==> src/rtl/ioh_cfg.svh <==
// Constants of the isolated output host port
`ifndef IOH_CFG_SVH
`define IOH_CFG_SVH
`define IOH_ADDR_RESET 8'h80
`define IOH_ADDR_WR_BIT 7
`define IOH_REG_DRIVE 7'h00
`define IOH_REG_OT 7'h01
`define IOH_REG_OLA 7'h02
`define IOH_REG_OCL 7'h03
`define IOH_REG_OLI 7'h04
`define IOH_REG_SCV 7'h05
`define IOH_REG_GLB 7'h06
`define IOH_GLB_UV 0
`define IOH_GLB_MV 1
`define IOH_GLB_COT 2
`define IOH_GLB_ALL_OUTPUTS_OFF_FLAG 3
`define IOH_GLB_CHKERR 4
`define IOH_GLB_TFAIL 5
`define IOH_FRAME_W 24
`define IOH_CNT_W 5
`define IOH_LEN_DRIVE 5'h08
`define IOH_LEN_DRIVE_CHK 5'h10
`define IOH_LEN_REG 5'h10
`define IOH_LEN_REG_CHK 5'h18
`define IOH_CHK_SEED 8'ha5
`define IOH_BOOT_CYC 2'h3
`define IOH_MCLK_NS 8
`define IOH_OUTPUT_DISABLE_N_MIN_NS 5000
`define IOH_OUTPUT_DISABLE_N_MIN_CYC ((`IOH_OUTPUT_DISABLE_N_MIN_NS + `IOH_MCLK_NS - 1) / `IOH_MCLK_NS)
`endif

==> src/rtl/ioh_pkg.sv <==
// Types of the isolated output host port
package ioh_pkg;
  typedef enum logic [1:0] {
    IOH_SM_DRIVE = 2'h0,
    IOH_SM_DRIVE_CHK = 2'h1,
    IOH_SM_REG = 2'h2,
    IOH_SM_REG_CHK = 2'h3
  } ioh_smode_t;
  typedef enum logic [1:0] {
    IOH_ST_BOOT = 2'h0,
    IOH_ST_CFG = 2'h1,
    IOH_ST_PAR = 2'h3,
    IOH_ST_SER = 2'h2
  } ioh_state_t;
endpackage : ioh_pkg

==> src/rtl/ioh_sync.sv <==
// Two-flop synchroniser for a bundle of pin levels
module ioh_sync #(
  parameter int W = 1
) (
  input logic mclk,
  input logic reset_n,
  input logic [W-1:0] d,
  output logic [W-1:0] q
);
  logic [W-1:0] meta_q;
  if (W < 1) begin : g_chk
    $error("ioh_sync width must be positive");
  end
  always_ff @(posedge mclk or negedge reset_n) begin
    if (!reset_n) begin
      meta_q <= '0;
      q <= '0;
    end else begin
      meta_q <= d;
      q <= meta_q;
    end
  end
endmodule : ioh_sync

==> src/rtl/ioh_shift.sv <==
// Serial input shift buffer with bit counter
`include "ioh_cfg.svh"
module ioh_shift #(
  parameter int W = `IOH_FRAME_W
) (
  input logic mclk,
  input logic reset_n,
  input logic clear,
  input logic sample,
  input logic bit_in,
  output logic [W-1:0] frame_q,
  output logic [`IOH_CNT_W-1:0] count_q
);
  if (W < 2 || W >= (1 << `IOH_CNT_W)) begin : g_chk
    $error("ioh_shift width out of range");
  end
  always_ff @(posedge mclk or negedge reset_n) begin
    if (!reset_n) begin
      frame_q <= '0;
      count_q <= '0;
    end else if (clear) begin
      frame_q <= '0;
      count_q <= '0;
    end else if (sample) begin
      frame_q <= {frame_q[W-2:0], bit_in};
      if (count_q != '1) begin
        count_q <= count_q + 1'b1;
      end
    end
  end
endmodule : ioh_shift

==> src/rtl/ioh_port.sv <==
// Host port of the isolated eight-channel output driver
//
// Summary of operation
// - Output disable low switches outputs off instantly
// - Output disable also clears the drive register
// - Fault output ORs supply, link, switch faults
// - Write captured on strobe rise, address top one
// - Read drives data from strobe fall, top zero
// - Latch enable high latches bus as address
// - Accesses reuse latched address, no increment
// - Bus released while select and strobes high
// - Write strobe held low with read high gives direct mode, outputs follow
// - Direct mode faults track power wait, overtemperature
// - Address presets to write drive after reset
// - Serial output released while select is high
// - Serial input shifts on clock rise, 8/16/24
// - Serial output advances on each clock fall
// - Four framing modes from two mode bits
// - Five diagnostics, gated by channel on or off state
// - All-off flag when every driver disabled
// - Undervoltage and missing supply flags reported
// - Global overtemperature flag never shuts outputs
// - Transfers accepted only with select low
// - Modes: drive, drive checked, register, register checked
// - Mode select low means parallel, sampled once
`include "ioh_cfg.svh"
module ioh_port
  import ioh_pkg::*;
#(
  parameter int CHANNELS = 8
) (
  input logic mclk,
  input logic reset_n,
  input logic output_disable_n,
  input logic chip_select_n,
  input logic write_n,
  input logic read_n,
  input logic addr_latch_en,
  input logic serial_select,
  input logic serial_mode_bit0,
  input logic serial_mode_bit1,
  input logic serial_clk,
  input logic serial_data_in,
  input logic [CHANNELS-1:0] addr_data_bus_in,
  output logic [CHANNELS-1:0] addr_data_bus_out,
  output logic addr_data_bus_oe,
  output logic serial_data_out,
  output logic serial_data_oe,
  output logic fault_n_out,
  output logic fault_n_oe,
  output logic [CHANNELS-1:0] channel_outputs,
  input logic [CHANNELS-1:0] channel_overtemp_in,
  input logic [CHANNELS-1:0] open_load_on_in,
  input logic [CHANNELS-1:0] overload_in,
  input logic [CHANNELS-1:0] open_load_off_in,
  input logic [CHANNELS-1:0] short_to_supply_in,
  input logic [CHANNELS-1:0] channel_overtemp_fault,
  input logic undervoltage_in,
  input logic missing_supply_in,
  input logic chip_overtemp_in,
  input logic wait_for_power_fault,
  input logic transmission_fail_in,
  output logic undervoltage_flag,
  output logic missing_supply_flag,
  output logic chip_overtemp_flag,
  output logic all_outputs_off_flag,
  output logic check_error_flag
);
  localparam int PW = 10 + CHANNELS;
  localparam int DW = 6 * CHANNELS + 5;

  if (CHANNELS != 8) begin : g_chk
    $error("ioh_port serves exactly eight channels");
  end

  logic [PW-1:0] pin_s;
  logic [DW-1:0] dia_s;
  logic output_disable_n_s, cs_s, wr_s, rd_s, ale_s, sel_s, ms1_s, ms0_s, sclk_s, sdi_s;
  logic [CHANNELS-1:0] din_s, ot_s, ola_s, ocl_s, oli_s, scv_s, shut_s;
  logic uv_s, mv_s, cot_s, w4p_s, tf_s;

  ioh_sync #(.W(PW)) u_pin_sync (
    .mclk(mclk),
    .reset_n(reset_n),
    .d({output_disable_n, chip_select_n, write_n, read_n, addr_latch_en, serial_select,
        serial_mode_bit1, serial_mode_bit0, serial_clk, serial_data_in, addr_data_bus_in}),
    .q(pin_s)
  );
  ioh_sync #(.W(DW)) u_diag_sync (
    .mclk(mclk),
    .reset_n(reset_n),
    .d({channel_overtemp_in, open_load_on_in, overload_in, open_load_off_in,
        short_to_supply_in, channel_overtemp_fault, undervoltage_in, missing_supply_in,
        chip_overtemp_in, wait_for_power_fault, transmission_fail_in}),
    .q(dia_s)
  );
  assign {output_disable_n_s, cs_s, wr_s, rd_s, ale_s, sel_s, ms1_s, ms0_s, sclk_s, sdi_s, din_s} = pin_s;
  assign {ot_s, ola_s, ocl_s, oli_s, scv_s, shut_s, uv_s, mv_s, cot_s, w4p_s, tf_s} = dia_s;

  // Edge detectors look only at synchronised levels
  logic wr_prev_q, rd_prev_q, sclk_prev_q, cs_prev_q;
  always_ff @(posedge mclk or negedge reset_n) begin
    if (!reset_n) begin
      wr_prev_q <= 1'b1;
      rd_prev_q <= 1'b1;
      sclk_prev_q <= 1'b0;
      cs_prev_q <= 1'b1;
    end else begin
      wr_prev_q <= wr_s;
      rd_prev_q <= rd_s;
      sclk_prev_q <= sclk_s;
      cs_prev_q <= cs_s;
    end
  end

  // Start-up: interface mode is caught once after the pipeline fills
  ioh_state_t st_q;
  logic [1:0] boot_cnt_q;
  always_ff @(posedge mclk or negedge reset_n) begin
    if (!reset_n) begin
      st_q <= IOH_ST_BOOT;
      boot_cnt_q <= 2'h0;
    end else begin
      case (st_q)
        IOH_ST_BOOT: begin
          boot_cnt_q <= boot_cnt_q + 2'h1;
          if (boot_cnt_q == `IOH_BOOT_CYC) begin
            st_q <= IOH_ST_CFG;
          end
        end
        IOH_ST_CFG: st_q <= sel_s ? IOH_ST_SER : IOH_ST_PAR;
        IOH_ST_PAR: st_q <= IOH_ST_PAR;
        IOH_ST_SER: st_q <= IOH_ST_SER;
        default: st_q <= IOH_ST_BOOT;
      endcase
    end
  end

  logic par, ser;
  assign par = (st_q == IOH_ST_PAR);
  assign ser = (st_q == IOH_ST_SER);

  logic [7:0] addr_q, drive_q;
  logic [CHANNELS-1:0] ot_q, ola_q, ocl_q, oli_q, scv_q;
  logic uv_q, mv_q, cot_q, all_outputs_off_flag_q, chk_err_q;
  logic [7:0] glb;
  assign glb = {2'h0, tf_s, chk_err_q, all_outputs_off_flag_q, cot_q, mv_q, uv_q};

  function automatic logic [7:0] rd_mux(input logic [7:0] a);
    case (a[6:0])
      `IOH_REG_DRIVE: rd_mux = drive_q;
      `IOH_REG_OT: rd_mux = ot_q;
      `IOH_REG_OLA: rd_mux = ola_q;
      `IOH_REG_OCL: rd_mux = ocl_q;
      `IOH_REG_OLI: rd_mux = oli_q;
      `IOH_REG_SCV: rd_mux = scv_q;
      `IOH_REG_GLB: rd_mux = glb;
      default: rd_mux = 8'h00;
    endcase
  endfunction : rd_mux

  function automatic logic chk_ok(input logic [7:0] d, input logic [7:0] c);
    chk_ok = ((d ^ `IOH_CHK_SEED) == c);
  endfunction : chk_ok

  // Parallel strobes
  logic par_sel, ale_take, wr_rise, rd_fall, wr_drive, direct;
  assign par_sel = par && !cs_s;
  assign ale_take = par_sel && ale_s;
  assign wr_rise = par_sel && !ale_s && !wr_prev_q && wr_s;
  assign rd_fall = par_sel && !ale_s && rd_prev_q && !rd_s && !addr_q[`IOH_ADDR_WR_BIT];
  assign wr_drive = addr_q[`IOH_ADDR_WR_BIT] && (addr_q[6:0] == `IOH_REG_DRIVE);
  assign direct = par_sel && !wr_s && rd_s && !ale_s;

  // Serial framing
  logic [`IOH_FRAME_W-1:0] frame;
  logic [`IOH_CNT_W-1:0] bit_cnt;
  logic sclk_rise, sclk_fall, cs_rise, cs_fall;
  assign sclk_rise = ser && !cs_s && !sclk_prev_q && sclk_s;
  assign sclk_fall = ser && !cs_s && sclk_prev_q && !sclk_s;
  assign cs_rise = ser && !cs_prev_q && cs_s;
  assign cs_fall = ser && cs_prev_q && !cs_s;

  ioh_shift #(.W(`IOH_FRAME_W)) u_shift (
    .mclk(mclk),
    .reset_n(reset_n),
    .clear(cs_fall),
    .sample(sclk_rise),
    .bit_in(sdi_s),
    .frame_q(frame),
    .count_q(bit_cnt)
  );

  logic ser_drv_ld, ser_addr_ld, ser_bad;
  logic [7:0] ser_drv, ser_a, ser_d;
  logic [`IOH_CNT_W-1:0] ser_len;
  always_comb begin
    ser_a = 8'h00;
    ser_d = frame[7:0];
    ser_bad = 1'b0;
    ser_len = `IOH_LEN_DRIVE;
    case (ioh_smode_t'({ms1_s, ms0_s}))
      IOH_SM_DRIVE: begin
        ser_a = `IOH_ADDR_RESET;
      end
      IOH_SM_DRIVE_CHK: begin
        ser_len = `IOH_LEN_DRIVE_CHK;
        ser_a = `IOH_ADDR_RESET;
        ser_d = frame[15:8];
        ser_bad = !chk_ok(frame[15:8], frame[7:0]);
      end
      IOH_SM_REG: begin
        ser_len = `IOH_LEN_REG;
        ser_a = frame[15:8];
      end
      IOH_SM_REG_CHK: begin
        ser_len = `IOH_LEN_REG_CHK;
        ser_a = frame[23:16];
        ser_d = frame[15:8];
        ser_bad = !chk_ok(frame[15:8], frame[7:0]);
      end
      default: ser_len = `IOH_LEN_DRIVE;
    endcase
    ser_drv = ser_d;
    ser_drv_ld = cs_rise && (bit_cnt == ser_len) && !ser_bad &&
                 ser_a[`IOH_ADDR_WR_BIT] && (ser_a[6:0] == `IOH_REG_DRIVE);
    ser_addr_ld = cs_rise && (bit_cnt == ser_len) && !ser_bad && !ser_a[`IOH_ADDR_WR_BIT];
  end

  // Address register; no increment between accesses
  always_ff @(posedge mclk or negedge reset_n) begin
    if (!reset_n) begin
      addr_q <= `IOH_ADDR_RESET;
    end else if (ale_take) begin
      addr_q <= din_s;
    end else if (ser_addr_ld) begin
      addr_q <= ser_a;
    end
  end

  // Drive register, cleared asynchronously by output disable
  logic clr_n;
  assign clr_n = reset_n & output_disable_n;
  always_ff @(posedge mclk or negedge clr_n) begin
    if (!clr_n) begin
      drive_q <= 8'h00;
    end else if (wr_rise && wr_drive) begin
      drive_q <= din_s;
    end else if (direct && wr_drive) begin
      drive_q <= din_s;
    end else if (ser_drv_ld) begin
      drive_q <= ser_drv;
    end
  end

  always_ff @(posedge mclk or negedge clr_n) begin
    if (!clr_n) begin
      channel_outputs <= '0;
    end else begin
      channel_outputs <= drive_q;
    end
  end

  // Diagnostics follow the on or off state of each channel
  always_ff @(posedge mclk or negedge reset_n) begin
    if (!reset_n) begin
      ot_q <= '0;
      ola_q <= '0;
      ocl_q <= '0;
      oli_q <= '0;
      scv_q <= '0;
    end else begin
      ot_q <= ot_s & drive_q;
      ola_q <= ola_s & drive_q;
      ocl_q <= ocl_s & drive_q;
      oli_q <= oli_s & ~drive_q;
      scv_q <= scv_s & ~drive_q;
    end
  end

  always_ff @(posedge mclk or negedge reset_n) begin
    if (!reset_n) begin
      uv_q <= 1'b1;
      mv_q <= 1'b1;
      cot_q <= 1'b0;
      all_outputs_off_flag_q <= 1'b1;
    end else begin
      uv_q <= uv_s;
      mv_q <= mv_s;
      cot_q <= cot_s;
      all_outputs_off_flag_q <= (drive_q == 8'h00) || !output_disable_n_s || (&shut_s);
    end
  end

  // Check error: a new failure wins over a clearing read
  logic glb_read;
  assign glb_read = (rd_fall && (addr_q[6:0] == `IOH_REG_GLB)) || cs_fall;
  always_ff @(posedge mclk or negedge reset_n) begin
    if (!reset_n) begin
      chk_err_q <= 1'b0;
    end else if (cs_rise && ser_bad && (bit_cnt == ser_len)) begin
      chk_err_q <= 1'b1;
    end else if (glb_read) begin
      chk_err_q <= 1'b0;
    end
  end

  // Parallel read data and bus drive
  always_ff @(posedge mclk or negedge reset_n) begin
    if (!reset_n) begin
      addr_data_bus_out <= '0;
      addr_data_bus_oe <= 1'b0;
    end else begin
      if (rd_fall) begin
        addr_data_bus_out <= rd_mux(addr_q);
      end
      addr_data_bus_oe <= par_sel && !rd_s && !ale_s && !addr_q[`IOH_ADDR_WR_BIT];
    end
  end

  // Serial read data shifts out on falling clock edges
  logic [`IOH_FRAME_W-1:0] tx_q;
  always_ff @(posedge mclk or negedge reset_n) begin
    if (!reset_n) begin
      tx_q <= '0;
      serial_data_out <= 1'b0;
      serial_data_oe <= 1'b0;
    end else begin
      serial_data_oe <= ser && !cs_s;
      if (cs_fall) begin
        tx_q <= {glb, rd_mux(addr_q), 8'h00};
        serial_data_out <= glb[7];
      end else if (sclk_fall) begin
        tx_q <= {tx_q[`IOH_FRAME_W-2:0], 1'b0};
        serial_data_out <= tx_q[`IOH_FRAME_W-2];
      end
    end
  end

  // Fault pin pulls low while any selected fault is present
  logic fault_d;
  always_comb begin
    if (direct) begin
      fault_d = w4p_s || (|shut_s);
    end else if (par || ser) begin
      fault_d = uv_q || mv_q || tf_s || chk_err_q ||
                (|(ot_q | ola_q | ocl_q | oli_q | scv_q));
    end else begin
      fault_d = 1'b1;
    end
  end
  always_ff @(posedge mclk or negedge reset_n) begin
    if (!reset_n) begin
      fault_n_out <= 1'b0;
      fault_n_oe <= 1'b1;
    end else begin
      fault_n_out <= 1'b0;
      fault_n_oe <= fault_d;
    end
  end

  always_ff @(posedge mclk or negedge reset_n) begin
    if (!reset_n) begin
      undervoltage_flag <= 1'b1;
      missing_supply_flag <= 1'b1;
      chip_overtemp_flag <= 1'b0;
      all_outputs_off_flag <= 1'b1;
      check_error_flag <= 1'b0;
    end else begin
      undervoltage_flag <= uv_q;
      missing_supply_flag <= mv_q;
      chip_overtemp_flag <= cot_q;
      all_outputs_off_flag <= all_outputs_off_flag_q;
      check_error_flag <= chk_err_q;
    end
  end

  AST_OUTPUT_DISABLE_N_OFF: assert property (@(posedge mclk) disable iff (!reset_n)
    !output_disable_n |-> channel_outputs == '0) else $error("outputs on under disable");
  AST_OUTPUT_DISABLE_N_CLR: assert property (@(posedge mclk) disable iff (!reset_n)
    !output_disable_n |-> drive_q == 8'h00) else $error("drive kept under disable");
  AST_WR_CAP: assert property (@(posedge mclk) disable iff (!reset_n)
    (wr_rise && wr_drive && output_disable_n) ##1 output_disable_n |->
    drive_q == $past(din_s)) else $error("write not captured");
  AST_RD_DRV: assert property (@(posedge mclk) disable iff (!reset_n)
    rd_fall |=> addr_data_bus_oe && addr_data_bus_out == $past(rd_mux(addr_q)))
    else $error("read data not driven");
  AST_ALE_LAT: assert property (@(posedge mclk) disable iff (!reset_n)
    ale_take |=> addr_q == $past(din_s)) else $error("address not latched");
  AST_ADDR_HOLD: assert property (@(posedge mclk) disable iff (!reset_n)
    (par && !ale_s) |=> $stable(addr_q)) else $error("address moved without latch");
  AST_BUS_Z: assert property (@(posedge mclk) disable iff (!reset_n)
    (cs_s && rd_s && wr_s) |=> !addr_data_bus_oe) else $error("bus driven while idle");
  AST_DIRECT_ERR: assert property (@(posedge mclk) disable iff (!reset_n)
    (direct && w4p_s) |=> fault_n_oe) else $error("direct fault not shown");
  AST_SDO_Z: assert property (@(posedge mclk) disable iff (!reset_n)
    cs_s |=> !serial_data_oe) else $error("serial out driven while deselected");
  AST_DIAG_GATE: assert property (@(posedge mclk) disable iff (!reset_n)
    ##1 ((ot_q | ocl_q) & ~$past(drive_q)) == '0) else $error("on diag while off");
  AST_ALL_OUTPUTS_OFF_FLAG: assert property (@(posedge mclk) disable iff (!reset_n)
    (drive_q == 8'h00) |=> all_outputs_off_flag_q ##1 all_outputs_off_flag) else $error("all-off missing");
endmodule : ioh_port

==> config.mk <==
export PLATFORM = sky130hd
export DESIGN_NAME = ioh_port
export DESIGN_NICKNAME = d
export VERILOG_FILES = /design/src/rtl/ioh_pkg.sv /design/src/rtl/ioh_sync.sv /design/src/rtl/ioh_shift.sv /design/src/rtl/ioh_port.sv
export VERILOG_INCLUDE_DIRS = /design/src /design/src/rtl
export SDC_FILE = /design/constraint.sdc
export NUM_CORES = 1
export LEC_CHECK = 0
export BUFFER_PORTS_ARGS = -buffer_cell sky130_fd_sc_hd__buf_2
export CAP_MARGIN = 20
export CORE_AREA = 5 5 133 135
export DETAILED_ROUTE_END_ITERATION = 16
export DIE_AREA = 0 0 138 140
export HOLD_SLACK_MARGIN = 0.15
export PLACE_DENSITY_LB_ADDON = 0.15
export SETUP_SLACK_MARGIN = 0.02
export SLEW_MARGIN = 20
export SYNTH_ARGS = -nofsm -noshare
export SYNTH_HDL_FRONTEND = slang
export SYNTH_SLANG_ARGS = --single-unit
==> constraint.sdc <==
create_clock -name mclk -period 5.5 [get_ports mclk]
set_input_delay 1.375 -clock mclk [delete_from_list [all_inputs] [get_ports mclk]]
set_output_delay 1.375 -clock mclk [all_outputs]
set_load 0.01 [all_outputs]
======== After elaboration in Yosys (flattened, before gate mapping) ========
Cells that the tools add are included.
storage, ports and cells
  flip-flop bits (word level) ............. 288
  logic and storage cells ................. 167
cells by class
  bitwise operators ....................... 12
  reductions and logical operators ........ 74
  multiplexer cells ....................... 26
  $add $sub $neg .......................... 2
  equal/unequal tests ..................... 17
operators by type and width
  cell                  number
  $pmux W8 S7           1
  $mux W24              2
  $mux W8               6
  $mux W23              2
  $and A8 B8 Y8         5
  $logic_and A1 B1 Y1   34
  $or A8 B8 Y8          4
  $pmux W8 S3           1
  $eq A7 B3 Y1 const B  3
  $reduce_or A8 Y1      2
  $mux W5               3
  $eq A7 B2 Y1 const B  2
  $logic_not A7 Y1      2
  $logic_not A1 Y1      13
  $eq A2 B2 Y1 const B  5
  $pmux W5 S2           1
  $reduce_bool A2 Y1    5
  $logic_or A1 B1 Y1    9
  $eq A8 B8 Y1          1
  $logic_not A8 Y1      1
  $mux W1               8
  $not A8 Y8            1
  $pmux W2 S4           1
  $reduce_and A8 Y1     1
  14 further kinds      18

======== Depth between registers and ports, before layout ========
  depth after elaboration ................. 11
  mapped depth ............................ 8
  mapped depth without buffers ............ 8

======== Modules after synthesis ========
From an unflattened synthesis, not the netlist that was laid out.
second synthesis, totals
  cell total of the unflattened synthesis .. 697
  area, all modules ....................... 9965.8 um2
modules (own cells, without submodules)
  module                   seq. area each (um2)  times used  area each (um2)  cells an instance
  ioh_port                 2741.4                1           5186.2           452
  ioh_sync at u_diag_sync  2652.5                1           2652.5           106
  ioh_shift                725.7                 1           1226.2           103
  ioh_sync at u_pin_sync   900.9                 1           900.9            36

======== Worst setup path before layout ========
OpenSTA, ideal clock, no wires.
  kind .................................... reg-to-output
  start point ............................. register all_outputs_off_flag
  end point ............................... output port all_outputs_off_flag
  path slack .............................. 3.605 ns
  cell stages (with the launch flop) ...... 1
  arrival ................................. 0.520 ns
  path buffers ............................ 0
  data required time ...................... 4.125 ns
  cell sequence ........................... dfstp_2
RTL lines
  item                      RTL line         text
  start: declaration        ioh_port.sv:66   output logic all_outputs_off_flag,
  start signal: assignment  ioh_port.sv:373  all_outputs_off_flag <= all_outputs_off_flag_q;
No word-level cell between the ends.

======== Worst setup path after layout ========
  start point ............................. register addr_q[2]
  end point ............................... register drive_q[5]
on the way
  cells in the longest elaborated chain, start to end .. 5
  elaborated cells on any way between the ends .. 7
  classes of those cells .................. mux (2); reduce/logical (5)
ends and longest elaborated chain
  item                      RTL line         text
  start: declaration        ioh_port.sv:143  logic [7:0] addr_q, drive_q;
  start signal: assignment  ioh_port.sv:233  addr_q <= `IOH_ADDR_RESET;
  start signal: assignment  ioh_port.sv:235  addr_q <= din_s;
  start signal: assignment  ioh_port.sv:237  addr_q <= ser_a;
  $logic_not A7 Y1 (*)      --
  $logic_and A1 B1 Y1 (*)   ioh_port.sv:172  assign wr_drive = addr_q[`IOH_ADDR_WR_BIT] && (addr_q[6:0] == `IOH_REG_DRIVE);
  $logic_and A1 B1 Y1       ioh_port.sv:249  end else if (direct && wr_drive) begin
  $mux W8                   ioh_port.sv:249
  $mux W8                   ioh_port.sv:247  end else if (wr_rise && wr_drive) begin
  end signal: assignment    ioh_port.sv:248  drive_q <= din_s;
  end signal: assignment    ioh_port.sv:250  drive_q <= din_s;
  end signal: assignment    ioh_port.sv:252  drive_q <= ser_drv;
  end: declaration          ioh_port.sv:143
Every way passes the cells marked *; elsewhere a longest branch is shown, timed or not.
A chain may end at the register's enable or synchronous reset.

==> flow_summary.json <==
{
  "status": "finished clean",
  "synthesis.area_mm2": 0.00989,
  "grt_pass1_vias": 6170,
  "timing.clock.skew_ns": 0.00982,
  "die_y_um": 140,
  "multi_input_area_mm2": 0.00271,
  "grt_max_degree": 126,
  "port_buffers": 97,
  "rsz0062_at_grt": "false",
  "path_class": "reg -> reg",
  "via_count": 5779,
  "grt_antenna_before_repair": 0,
  "wl_um": 19100,
  "die_w_um": 138,
  "dp_hpwl_um": 12800,
  "ioPinCount": 99,
  "power.leakage_nw": 5.39,
  "dp_cells": 1010,
  "avgRoutedWirePerCell_um": 18.0,
  "ys_warn_count": 0,
  "rows": 47,
  "arrival_ns": 3.17,
  "path_buf_inv": 1,
  "ys_seq_elements": 280,
  "synth_edf_count": 0,
  "gr-total-overflow": 0,
  "start_util": 0.605,
  "grtUsageMet1": 0.280,
  "period_minus_slack_ns": 2.76,
  "path_cells": "nor4b_1, o2111ai_2, inv_1, a41o_1, mux2_4",
  "syn_nets": 798,
  "fmax_mhz": 362,
  "clock_path_buffers": 3,
  "register_area_mm2": 0.00702,
  "synthDistinctLibCells": 62,
  "drt_iter0_drc": 432,
  "worstSetupStartpointType": "flip-flop",
  "drc": 0,
  "diodes": 0,
  "worst_skew_pair.late_latency_ns": 0.53,
  "htreeDepth": 1,
  "first_pass_iters": 5,
  "crit_slowest_cell": "dfrtp_1",
  "finalCritPeriodShare": 0.502,
  "grt_pass1_wl_um": 32200,
  "met3_usage": 0.0406,
  "cts.repair.resized": 0,
  "setup_viol": 0,
  "tightestPinTransition_ns": 0.958,
  "die-area_mm2": 0.0193,
  "cts_tree": "built",
  "post_cts_buffers": 0,
  "cts.hold.buffers_added": 0,
  "drive_gt1_frac": 0.226,
  "nets": 900,
  "avgSynthCellArea_um2": 13.8,
  "vdd_drop_max_uv": 314,
  "viasPerCell": 5.46,
  "crit_fanout": 24,
  "p_per_area_mw_per_mm2": 390,
  "stdcell_count": 1059,
  "cts-root-buf": "clkbuf_16",
  "synth_ff_type": "dfrtp_1",
  "hp-class": "reg -> reg",
  "grt_use_met2": 0.332,
  "core_mm2": 0.0163,
  "top_usage_layer": "met2",
  "cp.depth": 5,
  "hold_depth": 0,
  "cts_num_sinks": 280,
  "reg2reg_depth": 5,
  "required_ns": 5.91,
  "nFillCells": 1165,
  "finalPower_w": 0.00450,
  "drv_cap": 0,
  "synth-async-reset-ratio": 1.00,
  "final_cell_mix": "269 x dfrtp_1, 96 x buf_2, 62 x nand2_1",
  "area_delta_synth_final_pct": 16.6,
  "finalHoldViolCount": 0,
  "end_kind": "flip-flop",
  "clk_pin_slew_ns": 0.06,
  "final_common_cell": "dfrtp_1",
  "synthCells": 717,
  "relSlewSlack": 0.361,
  "gp_congestion": 0.861,
  "ys_seq_area_frac": 0.710,
  "cts_made_buffers": 27,
  "drv_slew": 0,
  "track_usage": 0.204,
  "critPathTopFamily": "compound AO/OA/AOI/OAI gates",
  "ant_nets": 0,
  "critPathMaxStageDelay_ns": 0.73,
  "fin_setup_tns_ns": 0
}
worst reg2reg max path, stage by stage (launching register included):
cell and delay [ns]:
dfrtp_1 0.73, nor4b_1 0.47, o2111ai_2 0.47, inv_1 0.17, a41o_1 0.45, mux2_4 0.36
where the power goes:
group	total (W)	switching [W]	leakage (nW)	internal, W
logic	0.000258	0.000140	1.44	0.000118
registers	0.00227	0.0000978	3.46	0.00218
clock network	0.00197	0.000749	0.484	0.00122
total	0.00450	0.000987	5.39	0.00351
final cells by class:
type                    count  area share
flip-flops and latches    280       0.609
clock inverters            18      0.0217
inverters                   7     0.00228
well taps                 220      0.0239
repair buffers            101      0.0456
multi-input cells         402       0.235
clock buffers              31      0.0625
layer usage:
metal | up-vias | wire length, um
met5 | - | 0
met4 | 0 | 632
met3 | 48 | 1060
met2 | 202 | 9370
met1 | 2849 | 8020
li1 | 2680 | -
flip-flops by register name, indices dropped and copies added, names as in the netlist, 8 cells and up:
signal / count
oli_q: 8
u_pin_sync.q: 18
ola_q: 8
u_pin_sync.meta_q: 18
scv_q: 8
ot_q: 8
tx_q: 15
addr_q: 8
channel_outputs: 8
u_diag_sync.meta_q: 53
ocl_q: 8
u_diag_sync.q: 53
addr_data_bus_out: 8
drive_q: 8
u_shift.frame_q: 24
kinds of logic (layout without fill, tap and decap cells):
logic type                 Yosys count  after routing  share of synthesized area
muxes                               43             43                     0.0533
other                                1              1                   0.000379
buffers and inverters               35            157                     0.0161
AOI/OAI and AO/OA                  128            128                     0.0826
and+or+nand+nor                    211            211                      0.118
DFF                                280            280                      0.710
xor gates and xnor gates            11             11                    0.00974
adders and majority gates            8              8                     0.0101
synthesized netlist by cell type (10+ instances only):
cell / instances / area (um^2)
nor2_1: 19 / 71.3
nor2b_1: 26 / 163
a21oi_1: 22 / 110
o21ai_1: 10 / 50.1
nand2_1: 62 / 233
dfrtp_1: 269 / 6730
nand2b_1: 29 / 181
mux2i_1: 26 / 260
a22oi_1: 15 / 113
nor4_1: 13 / 81.3
o211ai_1: 10 / 75.1
clkbuf_1: 17 / 63.8
and2_1: 27 / 169
dfstp_2: 11 / 289
o21ai_0: 46 / 230
metrics by stage:
step           utilization  instance area [um^2]  setup WS (ns)  hold slack, ns
2_1_floorplan            -                  9890           3.61           0.331
3_3_place_gp         0.646                 10600           2.78           0.332
3_5_place_dp         0.646                 10600           2.70           0.335
4_1_cts              0.705                 11500           2.78           0.349
5_1_grt              0.705                 11500           2.54           0.355
6_report             0.705                 11500           2.74           0.348
path summary, 6_finish.rpt:
path | slack (ns) | start | endpoint
max in group asynchronous | 3.30 | reset_n | u_pin_sync.meta_q[6]
min | 0.35 | u_diag_sync.meta_q[50] | u_diag_sync.q[50]
min reg2reg | 0.35 | u_diag_sync.meta_q[50] | u_diag_sync.q[50]
max | 2.74 | addr_q[2] | drive_q[5]
max reg2reg | 2.74 | addr_q[2] | drive_q[5]
min in group asynchronous | 0.88 | reset_n | u_shift.frame_q[14]
(Power assumes the default switching activity.)
